$ cat config.mk
export PLATFORM = sky130hd
export DESIGN_NAME = dual_conv_ctrl
export DESIGN_NICKNAME = d
export VERILOG_FILES = /design/src/pkg/dual_conv_pkg.sv /design/src/verilog/conv_channel.sv /design/src/verilog/dual_conv_ctrl.sv
export SDC_FILE = /design/constraint.sdc
export NUM_CORES = 1
export LEC_CHECK = 0
export ABC_AREA = 1
export BUFFER_PORTS_ARGS = -buffer_cell sky130_fd_sc_hd__buf_2
export CAP_MARGIN = 40
export CORE_UTILIZATION = 50
export CTS_CLUSTER_DIAMETER = 120
export DETAILED_ROUTE_END_ITERATION = 8
export PLACE_DENSITY = 0.78
export SYNTH_ARGS = -nofsm -noshare
export SYNTH_HDL_FRONTEND = slang
export SYNTH_HIERARCHICAL = 1
export SYNTH_SLANG_ARGS = --single-unit
$ cat constraint.sdc
create_clock -name CLK_SYS -period 4.76 [get_ports CLK_SYS]
set_input_delay 0.476 -clock CLK_SYS [delete_from_list [all_inputs] [get_ports CLK_SYS]]
set_output_delay 0.476 -clock CLK_SYS [all_outputs]
set_load 0.01 [all_outputs]
$ cat src/pkg/dual_conv_pkg.sv
/*
 package for the dual converter mode control and output routing block.
 holds widths, mode encodings, recovery counts and the carrier structs.
 assumes one 200 MHz system clock and a per-channel sample strobe.
*/
package dual_conv_pkg;

	// =========================================================
	// widths and codes
	localparam int SAMPLE_W = 10;               // sample word width
	localparam logic [9:0] CODE_MAX = 10'h3FF;  // full-scale top code
	localparam logic [9:0] CODE_MIN = 10'h000;  // full-scale bottom code
	localparam logic [9:0] MID_CODE = 10'h200;  // midscale offset
	localparam logic [9:0] RST_WORD = 10'h000;  // output word after reset

	// =========================================================
	// recovery times
	localparam int NAP_RECOVER_SAMPLES = 100;     // nap exit, sample clocks
	localparam int SLEEP_RECOVER_MS    = 2;       // sleep exit, ms
	localparam int CLK_MHZ             = 200;     // system clock rate
	localparam int SLEEP_RECOVER_CYC   =
		SLEEP_RECOVER_MS * CLK_MHZ * 1000;     // cycles, above 4096

	// =========================================================
	// power mode per channel
	typedef enum logic [1:0]
	{
		MODE_NORMAL = 2'b00,  // converting
		MODE_NAP    = 2'b01,  // reference kept on
		MODE_SLEEP  = 2'b10   // everything off
	} power_mode_t;

	// one converted sample with its range flag
	typedef struct packed
	{
		logic [9:0] word;  // sample word
		logic       flag;  // over or under range
	} sample_t;

	// per-channel state
	typedef struct packed
	{
		power_mode_t mode;    // current power mode
		logic        valid;   // data trustworthy
		logic [31:0] wait_n;  // remaining recovery count
		logic        by_smp;  // count in samples, not cycles
		sample_t     smp;     // last converted sample
	} chan_state_t;

endpackage : dual_conv_pkg

$ cat src/verilog/conv_channel.sv
`timescale 1ns/1ps
/*
 one converter channel: power mode decode, recovery count and sample
 capture with range flag. assumes samp_stb is one cycle per sample clock.
*/
module conv_channel #(
	parameter int SLEEP_CYC = dual_conv_pkg::SLEEP_RECOVER_CYC
)(
	input  wire logic                  clk,
	input  wire logic                  rst,
	input  wire logic                  pd_sel,     // power down select
	input  wire logic                  dis_n,      // output disable pin
	input  wire logic                  samp_stb,   // sample clock edge
	input  wire logic signed [10:0]    raw_in,     // signed input, +-512 fs
	output dual_conv_pkg::sample_t     smp_out,    // captured sample
	output dual_conv_pkg::power_mode_t mode_out,   // present mode
	output logic                       valid_out,  // data past recovery
	output logic                       drive_out   // outputs driven
);
	// refuse a recovery count the counter cannot serve
	if (SLEEP_CYC < 1)
	begin : g_bad_sleep
		$error("sleep recovery count must be positive");
	end

	dual_conv_pkg::chan_state_t st_reg;   // registered state
	dual_conv_pkg::chan_state_t st_next;  // next state
	logic signed [11:0]         off;      // offset binary, one spare bit

	// =========================================================
	// next state
	always_comb
	begin
		st_next = st_reg;
		// widened so inputs past full scale cannot wrap round
		off     = {raw_in[10], raw_in} + {2'b00, dual_conv_pkg::MID_CODE};
		// own pins only decide the mode
		if (!pd_sel)
			st_next.mode = dual_conv_pkg::MODE_NORMAL;
		else if (dis_n)
			st_next.mode = dual_conv_pkg::MODE_SLEEP;
		else
			st_next.mode = dual_conv_pkg::MODE_NAP;
		// leaving a low-power mode starts the recovery
		if (st_next.mode == dual_conv_pkg::MODE_NORMAL &&
			st_reg.mode != dual_conv_pkg::MODE_NORMAL)
		begin
			st_next.valid  = 1'b0;
			st_next.by_smp = (st_reg.mode == dual_conv_pkg::MODE_NAP);
			st_next.wait_n = (st_reg.mode == dual_conv_pkg::MODE_NAP) ?
				32'(dual_conv_pkg::NAP_RECOVER_SAMPLES) :
				32'(SLEEP_CYC);
		end
		else if (st_next.mode != dual_conv_pkg::MODE_NORMAL)
		begin
			st_next.valid = 1'b0;
		end
		else if (st_reg.wait_n != 32'h0)
		begin
			// counts in samples after nap, cycles after sleep
			if (!st_reg.by_smp || samp_stb)
				st_next.wait_n = st_reg.wait_n - 32'h1;
			if (st_next.wait_n == 32'h0)
				st_next.valid = 1'b1;
		end
		// conversion only in normal mode
		if (st_reg.mode == dual_conv_pkg::MODE_NORMAL && samp_stb)
		begin
			if (off > 12'sh3FF)
			begin
				st_next.smp.word = dual_conv_pkg::CODE_MAX;
				st_next.smp.flag = 1'b1;
			end
			else if (off < 12'sh000)
			begin
				st_next.smp.word = dual_conv_pkg::CODE_MIN;
				st_next.smp.flag = 1'b1;
			end
			else
			begin
				st_next.smp.word = off[9:0];
				st_next.smp.flag = 1'b0;
			end
		end
	end

	// =========================================================
	// state register
	always_ff @(posedge clk or posedge rst)
	begin
		if (rst)
		begin
			st_reg <= '{mode: dual_conv_pkg::MODE_NORMAL, valid: 1'b1,
				wait_n: 32'h0, by_smp: 1'b0,
				smp: '{word: dual_conv_pkg::RST_WORD, flag: 1'b0}};
		end
		else
		begin
			st_reg <= st_next;
		end
	end

	assign smp_out   = st_reg.smp;
	assign mode_out  = st_reg.mode;
	assign valid_out = st_reg.valid;
	// float in nap, sleep, or when disabled
	assign drive_out = (st_reg.mode == dual_conv_pkg::MODE_NORMAL) &&
		!dis_n;

	// =========================================================
	// checks
	a_nap_decode: assert property (@(posedge clk) disable iff (rst)
		pd_sel && !dis_n |=> mode_out == dual_conv_pkg::MODE_NAP)
		else $error("nap not entered");
	a_sleep_decode: assert property (@(posedge clk) disable iff (rst)
		pd_sel && dis_n |=> mode_out == dual_conv_pkg::MODE_SLEEP)
		else $error("sleep not entered");
	a_normal_decode: assert property (@(posedge clk) disable iff (rst)
		!pd_sel |=> mode_out == dual_conv_pkg::MODE_NORMAL)
		else $error("normal not entered");
	a_lowpow_float: assert property (@(posedge clk) disable iff (rst)
		mode_out != dual_conv_pkg::MODE_NORMAL |-> !drive_out)
		else $error("outputs driven in low power");
	a_nap_invalid: assert property (@(posedge clk) disable iff (rst)
		mode_out == dual_conv_pkg::MODE_NAP && !pd_sel
		|=> !valid_out [*8])
		else $error("nap recovery too short");
	a_range_flag: assert property (@(posedge clk) disable iff (rst)
		mode_out == dual_conv_pkg::MODE_NORMAL && samp_stb &&
		(raw_in > 11'sh1FF || raw_in < -11'sh200)
		|=> smp_out.flag)
		else $error("range flag missing");
	c_nap_exit: cover property (@(posedge clk) disable iff (rst)
		mode_out == dual_conv_pkg::MODE_NAP ##1
		mode_out == dual_conv_pkg::MODE_NORMAL);
	c_sleep_exit: cover property (@(posedge clk) disable iff (rst)
		mode_out == dual_conv_pkg::MODE_SLEEP ##1
		mode_out == dual_conv_pkg::MODE_NORMAL);
	c_overrange: cover property (@(posedge clk) disable iff (rst)
		smp_out.flag);

endmodule : conv_channel

$ cat src/verilog/dual_conv_ctrl.sv
`timescale 1ns/1ps
/*
 top of the dual converter mode control: two independent channels and
 the output bus swap. assumes all pins synchronous to CLK_SYS, sample
 clocks edge detected here into one-cycle strobes, bus pins resolved outside.
*/
module dual_conv_ctrl #(
	parameter int SLEEP_CYC = dual_conv_pkg::SLEEP_RECOVER_CYC
)(
	input  wire logic               CLK_SYS,
	input  wire logic               SYS_RST,
	input  wire logic               CHAN_A_POWER_DOWN_SELECT,
	input  wire logic               CHAN_B_POWER_DOWN_SELECT,
	input  wire logic               CHAN_A_OUTPUT_DISABLE_N,
	input  wire logic               CHAN_B_OUTPUT_DISABLE_N,
	input  wire logic               BUS_SWAP_SELECT,
	input  wire logic               CHAN_A_SAMPLE_CLOCK,
	input  wire logic               CHAN_B_SAMPLE_CLOCK,
	input  wire logic signed [10:0] CHAN_A_ANALOG,
	input  wire logic signed [10:0] CHAN_B_ANALOG,
	output logic [9:0]              BUS_A_SAMPLE_WORD,
	output logic                    BUS_A_RANGE_FLAG,
	output logic                    BUS_A_OE,
	output logic [9:0]              BUS_B_SAMPLE_WORD,
	output logic                    BUS_B_RANGE_FLAG,
	output logic                    BUS_B_OE,
	output logic                    CHAN_A_DATA_VALID,
	output logic                    CHAN_B_DATA_VALID
);
	dual_conv_pkg::sample_t     smp_a, smp_b;    // channel samples
	logic                       drv_a, drv_b;    // channel drive enables
	logic                       clk_a_q, clk_b_q;// sample clock history

	// =========================================================
	// sample clock edge detect
	always_ff @(posedge CLK_SYS or posedge SYS_RST)
	begin
		if (SYS_RST)
		begin
			clk_a_q <= 1'b0;
			clk_b_q <= 1'b0;
		end
		else
		begin
			clk_a_q <= CHAN_A_SAMPLE_CLOCK;
			clk_b_q <= CHAN_B_SAMPLE_CLOCK;
		end
	end

	// =========================================================
	// channels, each on its own pins only
	conv_channel #(.SLEEP_CYC(SLEEP_CYC)) u_chan_a (
		.clk(CLK_SYS), .rst(SYS_RST),
		.pd_sel(CHAN_A_POWER_DOWN_SELECT),
		.dis_n(CHAN_A_OUTPUT_DISABLE_N),
		.samp_stb(CHAN_A_SAMPLE_CLOCK && !clk_a_q),
		.raw_in(CHAN_A_ANALOG), .smp_out(smp_a), .mode_out(),
		.valid_out(CHAN_A_DATA_VALID), .drive_out(drv_a));
	conv_channel #(.SLEEP_CYC(SLEEP_CYC)) u_chan_b (
		.clk(CLK_SYS), .rst(SYS_RST),
		.pd_sel(CHAN_B_POWER_DOWN_SELECT),
		.dis_n(CHAN_B_OUTPUT_DISABLE_N),
		.samp_stb(CHAN_B_SAMPLE_CLOCK && !clk_b_q),
		.raw_in(CHAN_B_ANALOG), .smp_out(smp_b), .mode_out(),
		.valid_out(CHAN_B_DATA_VALID), .drive_out(drv_b));

	// =========================================================
	// output swap; enable travels with its channel
	always_comb
	begin
		if (BUS_SWAP_SELECT)
		begin
			{BUS_A_SAMPLE_WORD, BUS_A_RANGE_FLAG} = smp_a;
			{BUS_B_SAMPLE_WORD, BUS_B_RANGE_FLAG} = smp_b;
			BUS_A_OE = drv_a;
			BUS_B_OE = drv_b;
		end
		else
		begin
			{BUS_A_SAMPLE_WORD, BUS_A_RANGE_FLAG} = smp_b;
			{BUS_B_SAMPLE_WORD, BUS_B_RANGE_FLAG} = smp_a;
			BUS_A_OE = drv_b;
			BUS_B_OE = drv_a;
		end
	end

	a_swap_high: assert property (@(posedge CLK_SYS) disable iff (SYS_RST)
		BUS_SWAP_SELECT |-> BUS_A_SAMPLE_WORD == smp_a.word &&
		BUS_B_RANGE_FLAG == smp_b.flag)
		else $error("swap high routing wrong");
	a_swap_low: assert property (@(posedge CLK_SYS) disable iff (SYS_RST)
		!BUS_SWAP_SELECT |-> BUS_B_SAMPLE_WORD == smp_a.word &&
		BUS_A_RANGE_FLAG == smp_b.flag)
		else $error("swap low routing wrong");
	// flags follow their words through the swap
	a_flag_high: assert property (@(posedge CLK_SYS) disable iff (SYS_RST)
		BUS_SWAP_SELECT |-> BUS_A_RANGE_FLAG == smp_a.flag &&
		BUS_B_SAMPLE_WORD == smp_b.word)
		else $error("swap high flag routing wrong");
	a_flag_low: assert property (@(posedge CLK_SYS) disable iff (SYS_RST)
		!BUS_SWAP_SELECT |-> BUS_B_RANGE_FLAG == smp_a.flag &&
		BUS_A_SAMPLE_WORD == smp_b.word)
		else $error("swap low flag routing wrong");
	// a raised disable pin always floats the bus that carries its channel
	a_dis_float_a: assert property (@(posedge CLK_SYS) disable iff (SYS_RST)
		CHAN_A_OUTPUT_DISABLE_N |->
		!(BUS_SWAP_SELECT ? BUS_A_OE : BUS_B_OE))
		else $error("channel a driven while disabled");
	a_dis_float_b: assert property (@(posedge CLK_SYS) disable iff (SYS_RST)
		CHAN_B_OUTPUT_DISABLE_N |->
		!(BUS_SWAP_SELECT ? BUS_B_OE : BUS_A_OE))
		else $error("channel b driven while disabled");
	c_one_asleep: cover property (@(posedge CLK_SYS) disable iff (SYS_RST)
		drv_a && !drv_b);

endmodule : dual_conv_ctrl

==> results of run 1 <==
## final cells by class
class | instances | area (um2)
repair buffers | 59 | 338
inverters | 126 | 480
multi-input cells | 766 | 3670
well taps | 176 | 220
fillers | 1306 | 5960
flip-flops and latches | 96 | 2400
clock buffers | 12 | 246
clock inverters | 4 | 28.8
## metal layers
metal,share of wire [%],GRT usage (%),vias up
met5,0,0,-
met4,1.9,9.06,0
met3,6.7,3.54,29
met2,46,41.3,264
met1,45,35.5,3039
li1,-,-,3323
## power by group
part           leakage (nW)  total [W]  internal, W  switching (W)
Clock                 0.129   0.000688     0.000370       0.000317
Sequential             1.22    0.00104     0.000921       0.000115
Combinational          2.57   0.000828     0.000269       0.000559
## timing repair
item	4_1_cts	5_1_grt
resized for setup	0	0
hold buffers	1	0
hold endpoints to repair	2	0
setup buffers	0	0
## worst max-delay path by stage
stage	from	to	slack, ns
finish	u_chan_b/st_reg[12]	u_chan_b/st_reg[14]	2.30
global route	clk_b_q	u_chan_b/valid_out	2.04
CTS	u_chan_b/st_reg[12]	u_chan_b/st_reg[14]	2.33
detailed placement	CHAN_B_SAMPLE_CLOCK	u_chan_b/valid_out	2.13
global placement	CHAN_B_SAMPLE_CLOCK	u_chan_b/valid_out	2.19
floorplan	u_chan_a/st_reg[12]	u_chan_a/valid_out	2.97
## worst register-to-register path: cells and delay by family (launching register included)
kind,cells,cell delay [ns]
flip-flops,1,0.38
adder cells (fa/ha/maj),1,0.28
AO/OA/AOI/OAI,2,0.52
AND/OR/NAND/NOR,4,0.63
buffers and inverters,2,0.52
## stage by stage
stage	cells	power [W]	setup slack, ns	cell area, um2	hold WS, ns
after floorplan	1029	0.00169	2.97	6880	0.217
after global placement	1220	0.00185	2.19	7050	0.360
after detailed placement	1222	0.00186	2.13	7100	0.361
after CTS	1239	0.00256	2.33	7390	0.234
after global routing	1239	0.00271	2.04	7390	0.248
final	1239	0.00255	2.30	7390	0.246
==> reports/metrics.cfg, run 1 <==
[clocking]
cts_root_buffer=clkbuf_16
cts_tree=built
clk_pin_slew_ns=0.07
cts.path.max_buffers=2
cts.htree.levels=3
cts_made_buffers=9
clock_latency_ns=0.35
cts_sinks=96

[timing]
rsz0062_at_grt=no
setup_violations=0
slew_headroom_pct=59.0
skew_ns=0.00826
worstMarginPinSlew_ns=0.613
hold_viol=0
slew_violations=0
fmaxAchievable_mhz=406
min_period_ns=2.46
final.setup.tns_ns=0
finalCritPeriodShare_pct=51.8

[global_routing]
antenna_found_initial=0
grt_overflow=0
grt_usage_pct=25.7
grt_pass1_vias=6135
grt_pass1_wl_mm=29.1
grt_max_degree=28

[worst_setup_path]
crit_arrival_ns=2.66
worst-path-buf-inv=2
crit-reg2reg-launch=u_chan_b/st_reg[12]
cp-end-kind=flip-flop
regToRegEndpoint=u_chan_b/st_reg[14]
crit_type=reg -> reg
r2r_slack_ns=2.30
cp_cell_sequence=inv_1, ha_1, nand2_2, nor2_8, nand3b_2, o21ai_2, inv_2, nor2_1, a31oi_1
cp.depth=9
critPathTopFamily=simple AND/OR/NAND/NOR gates
cp_max_fo=27
start_kind=flip-flop
reg2regPathDepth=9
cpPeakStageDelay_ns=0.45
required_ns=4.96
critPathSlowestCell=o21ai_2

[hold_path]
hold_end=clk_a_q
hp-start=CHAN_A_SAMPLE_CLOCK
holdPathStages=1
hp-class=in -> reg

[cells_and_area]
finish.utilization_pct=55.3
mostFrequentLayoutCell=nand2_1
diodes=0
layout.nets=1095
area_growth_pct=7.38
mostFrequentLayoutCells=nand2_1 (325), nor2_1 (142), inv_1 (115), dfrtp_1 (94), o21ai_0 (62)
drive_above_1_share_pct=14.1

[run_status]
status=finished, final reports clean

[floorplan]
fp-row-count=42
dieArea_mm2=0.0142
ios=57
die_w_um=119
core-area_mm2=0.0133
start_util_pct=51.5
die_y_um=119

[power_and_ir_drop]
vdd_drop_max_mv=0.215
power_density_mw_per_mm2=346
p_leak_nw=3.92

[routing]
vias=6655
antenna_left=0
dr.pass1.iters=6
drc=0
wl_mm=17.5
wl_per_cell_um=14.1
viasPerCell=5.37
drtIter0Drc=602

[place]
dp_hpwl_mm=13.6
port_buffers=56
gp_congestion=0.986

[synthesis]
avgSynthCellArea_um2=6.69
yosysWarnings=6
synth_nets=1066
synth_cells=1029
synthesis.area_mm2=0.00688

[flow_run]
cap_violations=0

No activity file was read; power rests on OpenSTA's default activity.
==> inputs of run 2 (changes only) <==
--- a/config.mk
+++ b/config.mk
@@ -5,7 +5,7 @@
 export SDC_FILE = /design/constraint.sdc
 export NUM_CORES = 1
 export LEC_CHECK = 0
-export ABC_AREA = 1
+export ABC_AREA = 0
 export BUFFER_PORTS_ARGS = -buffer_cell sky130_fd_sc_hd__buf_2
 export CAP_MARGIN = 40
 export CORE_UTILIZATION = 50
==> constraint.sdc (replaced) <==
create_clock -name CLK_SYS -period 2.5 [get_ports CLK_SYS]
set_input_delay 0.25 -clock CLK_SYS [delete_from_list [all_inputs] [get_ports CLK_SYS]]
set_output_delay 0.25 -clock CLK_SYS [all_outputs]
set_load 0.01 [all_outputs]
==> run 2 against run 1 <==
Critical path depth down 2. Clock skew down 0.00061 ns. Clock power up 92%. Sequential cell count unchanged. Area after synthesis down 7.5%. Via count down 6.5%. Non-clock buffer count up 50. Synthesized cell count down 26%. Worst setup slack worse by 2.2 ns. Largest power group unchanged.
==> reports/metrics.cfg, run 2 <==
[routing]
viasPerCell=6.24  ; was 5.37
wl_per_cell_um=16.9  ; was 14.1 um
wl_mm=16.8  ; was 17.5 mm
antenna_left=0  ; unchanged
drtIter0Drc=604  ; was 602
vias=6223  ; was 6,655
drc=0  ; unchanged
dr.pass1.iters=6  ; unchanged

[global_routing]
grt_usage_pct=26.7  ; was 25.7%
antenna_found_initial=0  ; unchanged
grt_pass1_wl_mm=28.1  ; was 29.1 mm
grt_overflow=0  ; unchanged
grt_max_degree=30  ; was 28
grt_pass1_vias=5875  ; was 6,135

[clocking]
cts_made_buffers=9  ; unchanged
cts_sinks=96  ; unchanged
cts.path.max_buffers=2  ; unchanged
cts_root_buffer=clkbuf_16  ; unchanged
cts_tree=built  ; unchanged
cts.htree.levels=3  ; unchanged
clock_latency_ns=0.35  ; about the same
clk_pin_slew_ns=0.07  ; about the same

[timing]
fmaxAchievable_mhz=410  ; was 406 MHz
worstMarginPinSlew_ns=0.735  ; was 0.613 ns
fin_ws_ns=0.0639  ; was 2.30 ns
slew_violations=0  ; unchanged
setup_violations=0  ; unchanged
slew_headroom_pct=50.9  ; was 59.0%
finalCritPeriodShare_pct=97.4  ; was 51.8%
skew_ns=0.00765  ; was 0.00826 ns
hold_viol=0  ; unchanged
min_period_ns=2.44  ; was 2.46 ns

[power_and_ir_drop]
power_density_mw_per_mm2=666  ; was 346 mW/mm2
vdd_drop_max_mv=0.384  ; was 0.215 mV
p_leak_nw=3.22  ; was 3.92 nW

[place]
port_buffers=56  ; unchanged
gp_congestion=0.952  ; was 0.986
placed_area_mm2=0.00688  ; was 0.00710 mm2
dp_hpwl_mm=12.3  ; was 13.6 mm
dp_slack_ns=0.0562  ; was 2.13 ns

[cells_and_area]
mostFrequentLayoutCell=nor2_1  ; was nand2_1
area_growth_pct=14.7  ; was 7.38%
diodes=0  ; unchanged
drive_above_1_share_pct=23.4  ; was 14.1%
layout.nets=862  ; was 1,095
mostFrequentLayoutCells=nor2_1 (100), dfrtp_1 (91), o21ai_0 (90), nand2_1 (74), buf_2 (56)  ; was nand2_1 (325), nor2_1 (142), inv_1 (115), dfrtp_1 (94), o21ai_0 (62)
fin_area_mm2=0.00729  ; was 0.00739 mm2

[floorplan]
die_w_um=115  ; was 119 um
start_util_pct=52.1  ; was 51.5%
ios=57  ; unchanged
die_y_um=115  ; was 119 um
core-area_mm2=0.0122  ; was 0.0133 mm2
fp-row-count=40  ; was 42
dieArea_mm2=0.0132  ; was 0.0142 mm2

[synthesis]
avgSynthCellArea_um2=8.30  ; was 6.69 um2
synth_nets=803  ; was 1,066
synthesis.area_mm2=0.00636  ; was 0.00688 mm2
synth_cells=766  ; was 1,029
yosysWarnings=6  ; unchanged

[worst_setup_path]
cp-end-kind=flip-flop  ; unchanged
required_ns=2.77  ; was 4.96 ns
cp_max_fo=5  ; was 27
crit_type=reg -> reg  ; unchanged
crit_arrival_ns=2.70  ; was 2.66 ns
r2r_slack_ns=0.06  ; was 2.30 ns
start_kind=flip-flop  ; unchanged

[run_status]
status=finished, final reports clean  ; unchanged

[flow_run]
cap_violations=0  ; unchanged

[hold_path]
hp-class=in -> reg  ; unchanged

run 2: through the flow:
step | hold WS, ns | std cells | power [W] | utilization, % | setup TNS, ns
finish | 0.0178 | 998 | 0.00486 | 59.7 | 0
detailed placement | 0.158 | 978 | 0.00347 | 56.3 | 0
floorplan | -0.00882 | 766 | 0.00306 | - | 0
global route | 0.0123 | 998 | 0.00514 | 59.7 | -0.0342
CTS | 0.0126 | 995 | 0.00480 | 58.7 | 0
global placement | 0.151 | 977 | 0.00340 | 56.1 | 0
run 2: worst max-delay path: stages, from the launching register on:
cell and delay [ns]:
dfrtp_1 0.41, nor3_1 0.36, nand3_1 0.32, or3_4 0.47, or4_1 0.45, o211a_1 0.17
nand4_1 0.11, o22ai_2 0.07
run 2: area by class of cell:
| cell class | instances | area, um2 |
|---|---|---|
| Clock buffer | 10 | 239 |
| Clock inverter | 6 | 45.0 |
| Fill cell | 1086 | 4920 |
| Inverter | 19 | 71.3 |
| Multi-Input combinational cell | 590 | 3610 |
| Sequential cell | 96 | 2410 |
| Tap cell | 168 | 210 |
| Timing Repair Buffer | 109 | 706 |
run 2: layer usage:
metal | vias to the layer above | GRT usage [%] | routed length, um
met5 | - | 0 | 0
met4 | 0 | 11.0 | 408
met3 | 44 | 3.74 | 985
met2 | 271 | 45.6 | 8390
met1 | 3032 | 34.1 | 7060
li1 | 2876 | - | -
run 2: path summary, 6_finish.rpt:
kind | start | depth (start not counted) | endpoint
setup / recovery | u_chan_b/st_reg[25] | 7 | u_chan_b/valid_out
max in group asynchronous | SYS_RST | 4 | u_chan_b/valid_out
min in group asynchronous | SYS_RST | 3 | clk_a_q
hold reg to reg | u_chan_a/valid_out | 2 | u_chan_a/valid_out
hold / removal | CHAN_A_SAMPLE_CLOCK | 1 | clk_a_q
setup reg to reg | u_chan_b/st_reg[25] | 7 | u_chan_b/valid_out
run 2: repair_timing:
| action | in CTS | in global routing |
|---|---|---|
| resized for setup | 0 | 22 |
| setup endpoints to repair | 0 | 47 |
| hold endpoints to repair | 39 | 0 |
| setup buffers | 0 | 3 |
| hold buffers | 1 | 0 |
run 2: power by group:
part / switching, W / total [W] / leakage, nW / internal (W)
Combinational: 0.000811 / 0.00151 / 1.85 / 0.000700
Sequential: 0.000266 / 0.00202 / 1.23 / 0.00176
Clock: 0.000618 / 0.00132 / 0.142 / 0.000705
==> inputs of run 3 (changes only) <==
--- a/config.mk
+++ b/config.mk
@@ -11,7 +11,7 @@
 export CORE_UTILIZATION = 50
 export CTS_CLUSTER_DIAMETER = 120
 export DETAILED_ROUTE_END_ITERATION = 8
-export PLACE_DENSITY = 0.78
+export PLACE_DENSITY_LB_ADDON = 0.3
 export SYNTH_ARGS = -nofsm -noshare
 export SYNTH_HDL_FRONTEND = slang
 export SYNTH_HIERARCHICAL = 1
==> run 3 against run 2 <==
Non-clock buffer count fell by 8. Via count is 5.4% lower. Total power grew 0.37%. Die area stayed put. Combinational power down 4%. Maximum frequency up 1.9%. Worst setup slack improved by 0.046 ns. Register-to-register slack improved by 0.05 ns. Core utilization fell by 1.0 points. Sequential share of layout area rose by 0.54 points. Cell count is 0.80% lower. Highest routed layer unchanged.
==> reports/metrics.cfg, run 3 (synthesis gave the netlist of run 2 again) <==
[timing]
finalCritPeriodShare_pct=95.6  ; was 97.4%
fmaxAchievable_mhz=418  ; was 410 MHz
min_period_ns=2.39  ; was 2.44 ns
setup_violations=0  ; unchanged
worstMarginPinSlew_ns=0.670  ; was 0.735 ns
fin_ws_ns=0.109  ; was 0.0639 ns
slew_headroom_pct=55.3  ; was 50.9%
hold_viol=0  ; unchanged
skew_ns=0.00752  ; was 0.00765 ns
final.setup.tns_ns=0  ; unchanged
slew_violations=0  ; unchanged
holdWs_ns=0.0130  ; was 0.0178 ns

[power_and_ir_drop]
power.switching_w=0.00167  ; was 0.00169 W
swShare_pct=34.3  ; was 34.9%
p_clk_share_pct=28.5  ; was 27.2%
p_leak_nw=3.16  ; was 3.22 nW
power_density_mw_per_mm2=681  ; was 666 mW/mm2
vdd_drop_max_mv=0.406  ; was 0.384 mV
p_seq_share_pct=41.8  ; was 41.7%
p_int_w=0.00320  ; was 0.00316 W
pwr-share-comb_pct=29.7  ; was 31.1%

[cells_and_area]
finish.utilization_pct=58.7  ; was 59.7%
drive_above_1_share_pct=20.9  ; was 23.4%
layout.nets=854  ; was 862
n_fill_cell=1115  ; was 1,086
diodes=0  ; unchanged
area_growth_pct=12.6  ; was 14.7%
mostFrequentLayoutCells=nor2_1 (99), dfrtp_1 (94), o21ai_0 (90), nand2_1 (76), buf_2 (56)  ; was nor2_1 (100), dfrtp_1 (91), o21ai_0 (90), nand2_1 (74), buf_2 (56)
mostFrequentLayoutCell=nor2_1  ; unchanged

[clocking]
cts.htree.levels=3  ; unchanged
cts.path.max_buffers=2  ; unchanged
cts_made_buffers=9  ; unchanged
cts_root_buffer=clkbuf_16  ; unchanged
cts_tree=built  ; unchanged
cts_sinks=96  ; unchanged
clock_latency_ns=0.35  ; about the same
clk_pin_slew_ns=0.07  ; about the same

[worst_setup_path]
critPathSlowestCell=or4_1  ; was or3_4
start_kind=flip-flop  ; unchanged
cpPeakStageDelay_ns=0.45  ; was 0.47 ns
required_ns=2.77  ; about the same
cp_cell_sequence=inv_1, ha_2, nor3b_4, nand3_1, or3_1, or4_1, o211a_1, nand4_1, o22ai_2  ; was nor3_1, nand3_1, or3_4, or4_1, o211a_1, nand4_1, o22ai_2
cp-end-kind=flip-flop  ; unchanged
cp_max_fo=6  ; was 5
crit_type=reg -> reg  ; unchanged
crit_arrival_ns=2.66  ; was 2.70 ns

[run_status]
status=finished, final reports clean  ; unchanged

[routing]
antenna_left=0  ; unchanged
wl_per_cell_um=16.5  ; was 16.9 um
vias=5889  ; was 6,223
drtIter0Drc=487  ; was 604
drc=0  ; unchanged
dr.pass1.iters=5  ; was 6
viasPerCell=5.95  ; was 6.24
wl_mm=16.4  ; was 16.8 mm

[floorplan]
core-area_mm2=0.0122  ; unchanged
ios=57  ; unchanged
start_util_pct=52.1  ; unchanged
dieArea_mm2=0.0132  ; unchanged
die_y_um=115  ; unchanged
fp-row-count=40  ; unchanged
die_w_um=115  ; unchanged

[place]
dp_hpwl_mm=12.1  ; was 12.3 mm
dp_slack_ns=0.0445  ; was 0.0562 ns
port_buffers=56  ; unchanged
gp_congestion=0.916  ; was 0.952

[global_routing]
grt_usage_pct=26.3  ; was 26.7%
grt_pass1_wl_mm=27.4  ; was 28.1 mm
grt_overflow=0  ; unchanged
grt_pass1_vias=5641  ; was 5,875
antenna_found_initial=0  ; unchanged
grt_max_degree=37  ; was 30

[hold_path]
hp-class=in -> reg  ; unchanged

[flow_run]
cap_violations=0  ; unchanged

-- run 3: cell count changes in the layout (fill, tap and decap cells not counted), sizes merged --
cell      delta
buf          -8
bufinv       +1
clkbuf       +2
clkinv       -6
clkinvlp     +2
inv          +1
-- run 3: worst paths after layout --
path | from | endpoint | slack, ns | cells after the start
worst max-delay path | u_chan_b/st_reg[12] | u_chan_b/valid_out | 0.11 | 9
worst min-delay path | CHAN_B_SAMPLE_CLOCK | clk_b_q | 0.01 | 1
worst max register to register | u_chan_b/st_reg[12] | u_chan_b/valid_out | 0.11 | 9
worst min register to register | u_chan_a/valid_out | u_chan_a/valid_out | 0.50 | 2
max in group asynchronous | SYS_RST | u_chan_b/valid_out | 1.29 | 4
min in group asynchronous | SYS_RST | clk_b_q | 0.33 | 3
-- run 3: cell type report --
cell class | instances | area [um2] | area share, %
Tap cell | 168 | 210 | 2.93
Sequential cell | 96 | 2400 | 33.6
Clock inverter | 4 | 53.8 | 0.751
Timing Repair Buffer | 101 | 621 | 8.66
Clock buffer | 12 | 236 | 3.30
Inverter | 19 | 71.3 | 0.995
Multi-Input combinational cell | 590 | 3570 | 49.8
-- run 3: what timing repair did --
| item | in CTS | in global routing |
|---|---|---|
| setup endpoints to repair | 0 | 35 |
| endpoints found under the hold margin | 31 | 0 |
| buffers inserted | 0 | 1 |
| resized for setup | 0 | 11 |
| hold buffers | 1 | 0 |
-- run 3: power groups by stage --
| stage | sequential (W) | clock (W) | combinational (W) |
|---|---|---|---|
| final | 0.00204 | 0.00139 | 0.00145 |
| after global routing | 0.00207 | 0.00148 | 0.00160 |
| after CTS | 0.00202 | 0.00142 | 0.00141 |
| after detailed placement | 0.00205 | 0 | 0.00141 |
| after global placement | 0.00203 | 0 | 0.00138 |
| after floorplan | 0.00196 | 0 | 0.00110 |
-- run 3: layer usage --
metal / vias to the layer above / track usage [%] / wire [um]
li1: 2867 / - / -
met5: - / 0 / 0
met3: 34 / 3.22 / 694
met2: 159 / 45.1 / 8120
met1: 2829 / 33.5 / 7130
met4: 0 / 11.8 / 425
-- run 3: critical path, delay by kind of cell (launching register included) --
family | cells | cell delay [ns]
fa+ha+maj | 1 | 0.22
flops | 1 | 0.43
simple gates | 5 | 1.35
buf+inv | 1 | 0.09
compound gates | 2 | 0.22
-- run 3: through the flow --
step	cell area, um2	total power [W]	std cells
global placement	6800	0.00341	971
CTS	7110	0.00486	989
detailed placement	6810	0.00345	972
floorplan	6360	0.00306	766
global route	7170	0.00515	990
finish	7170	0.00488	990
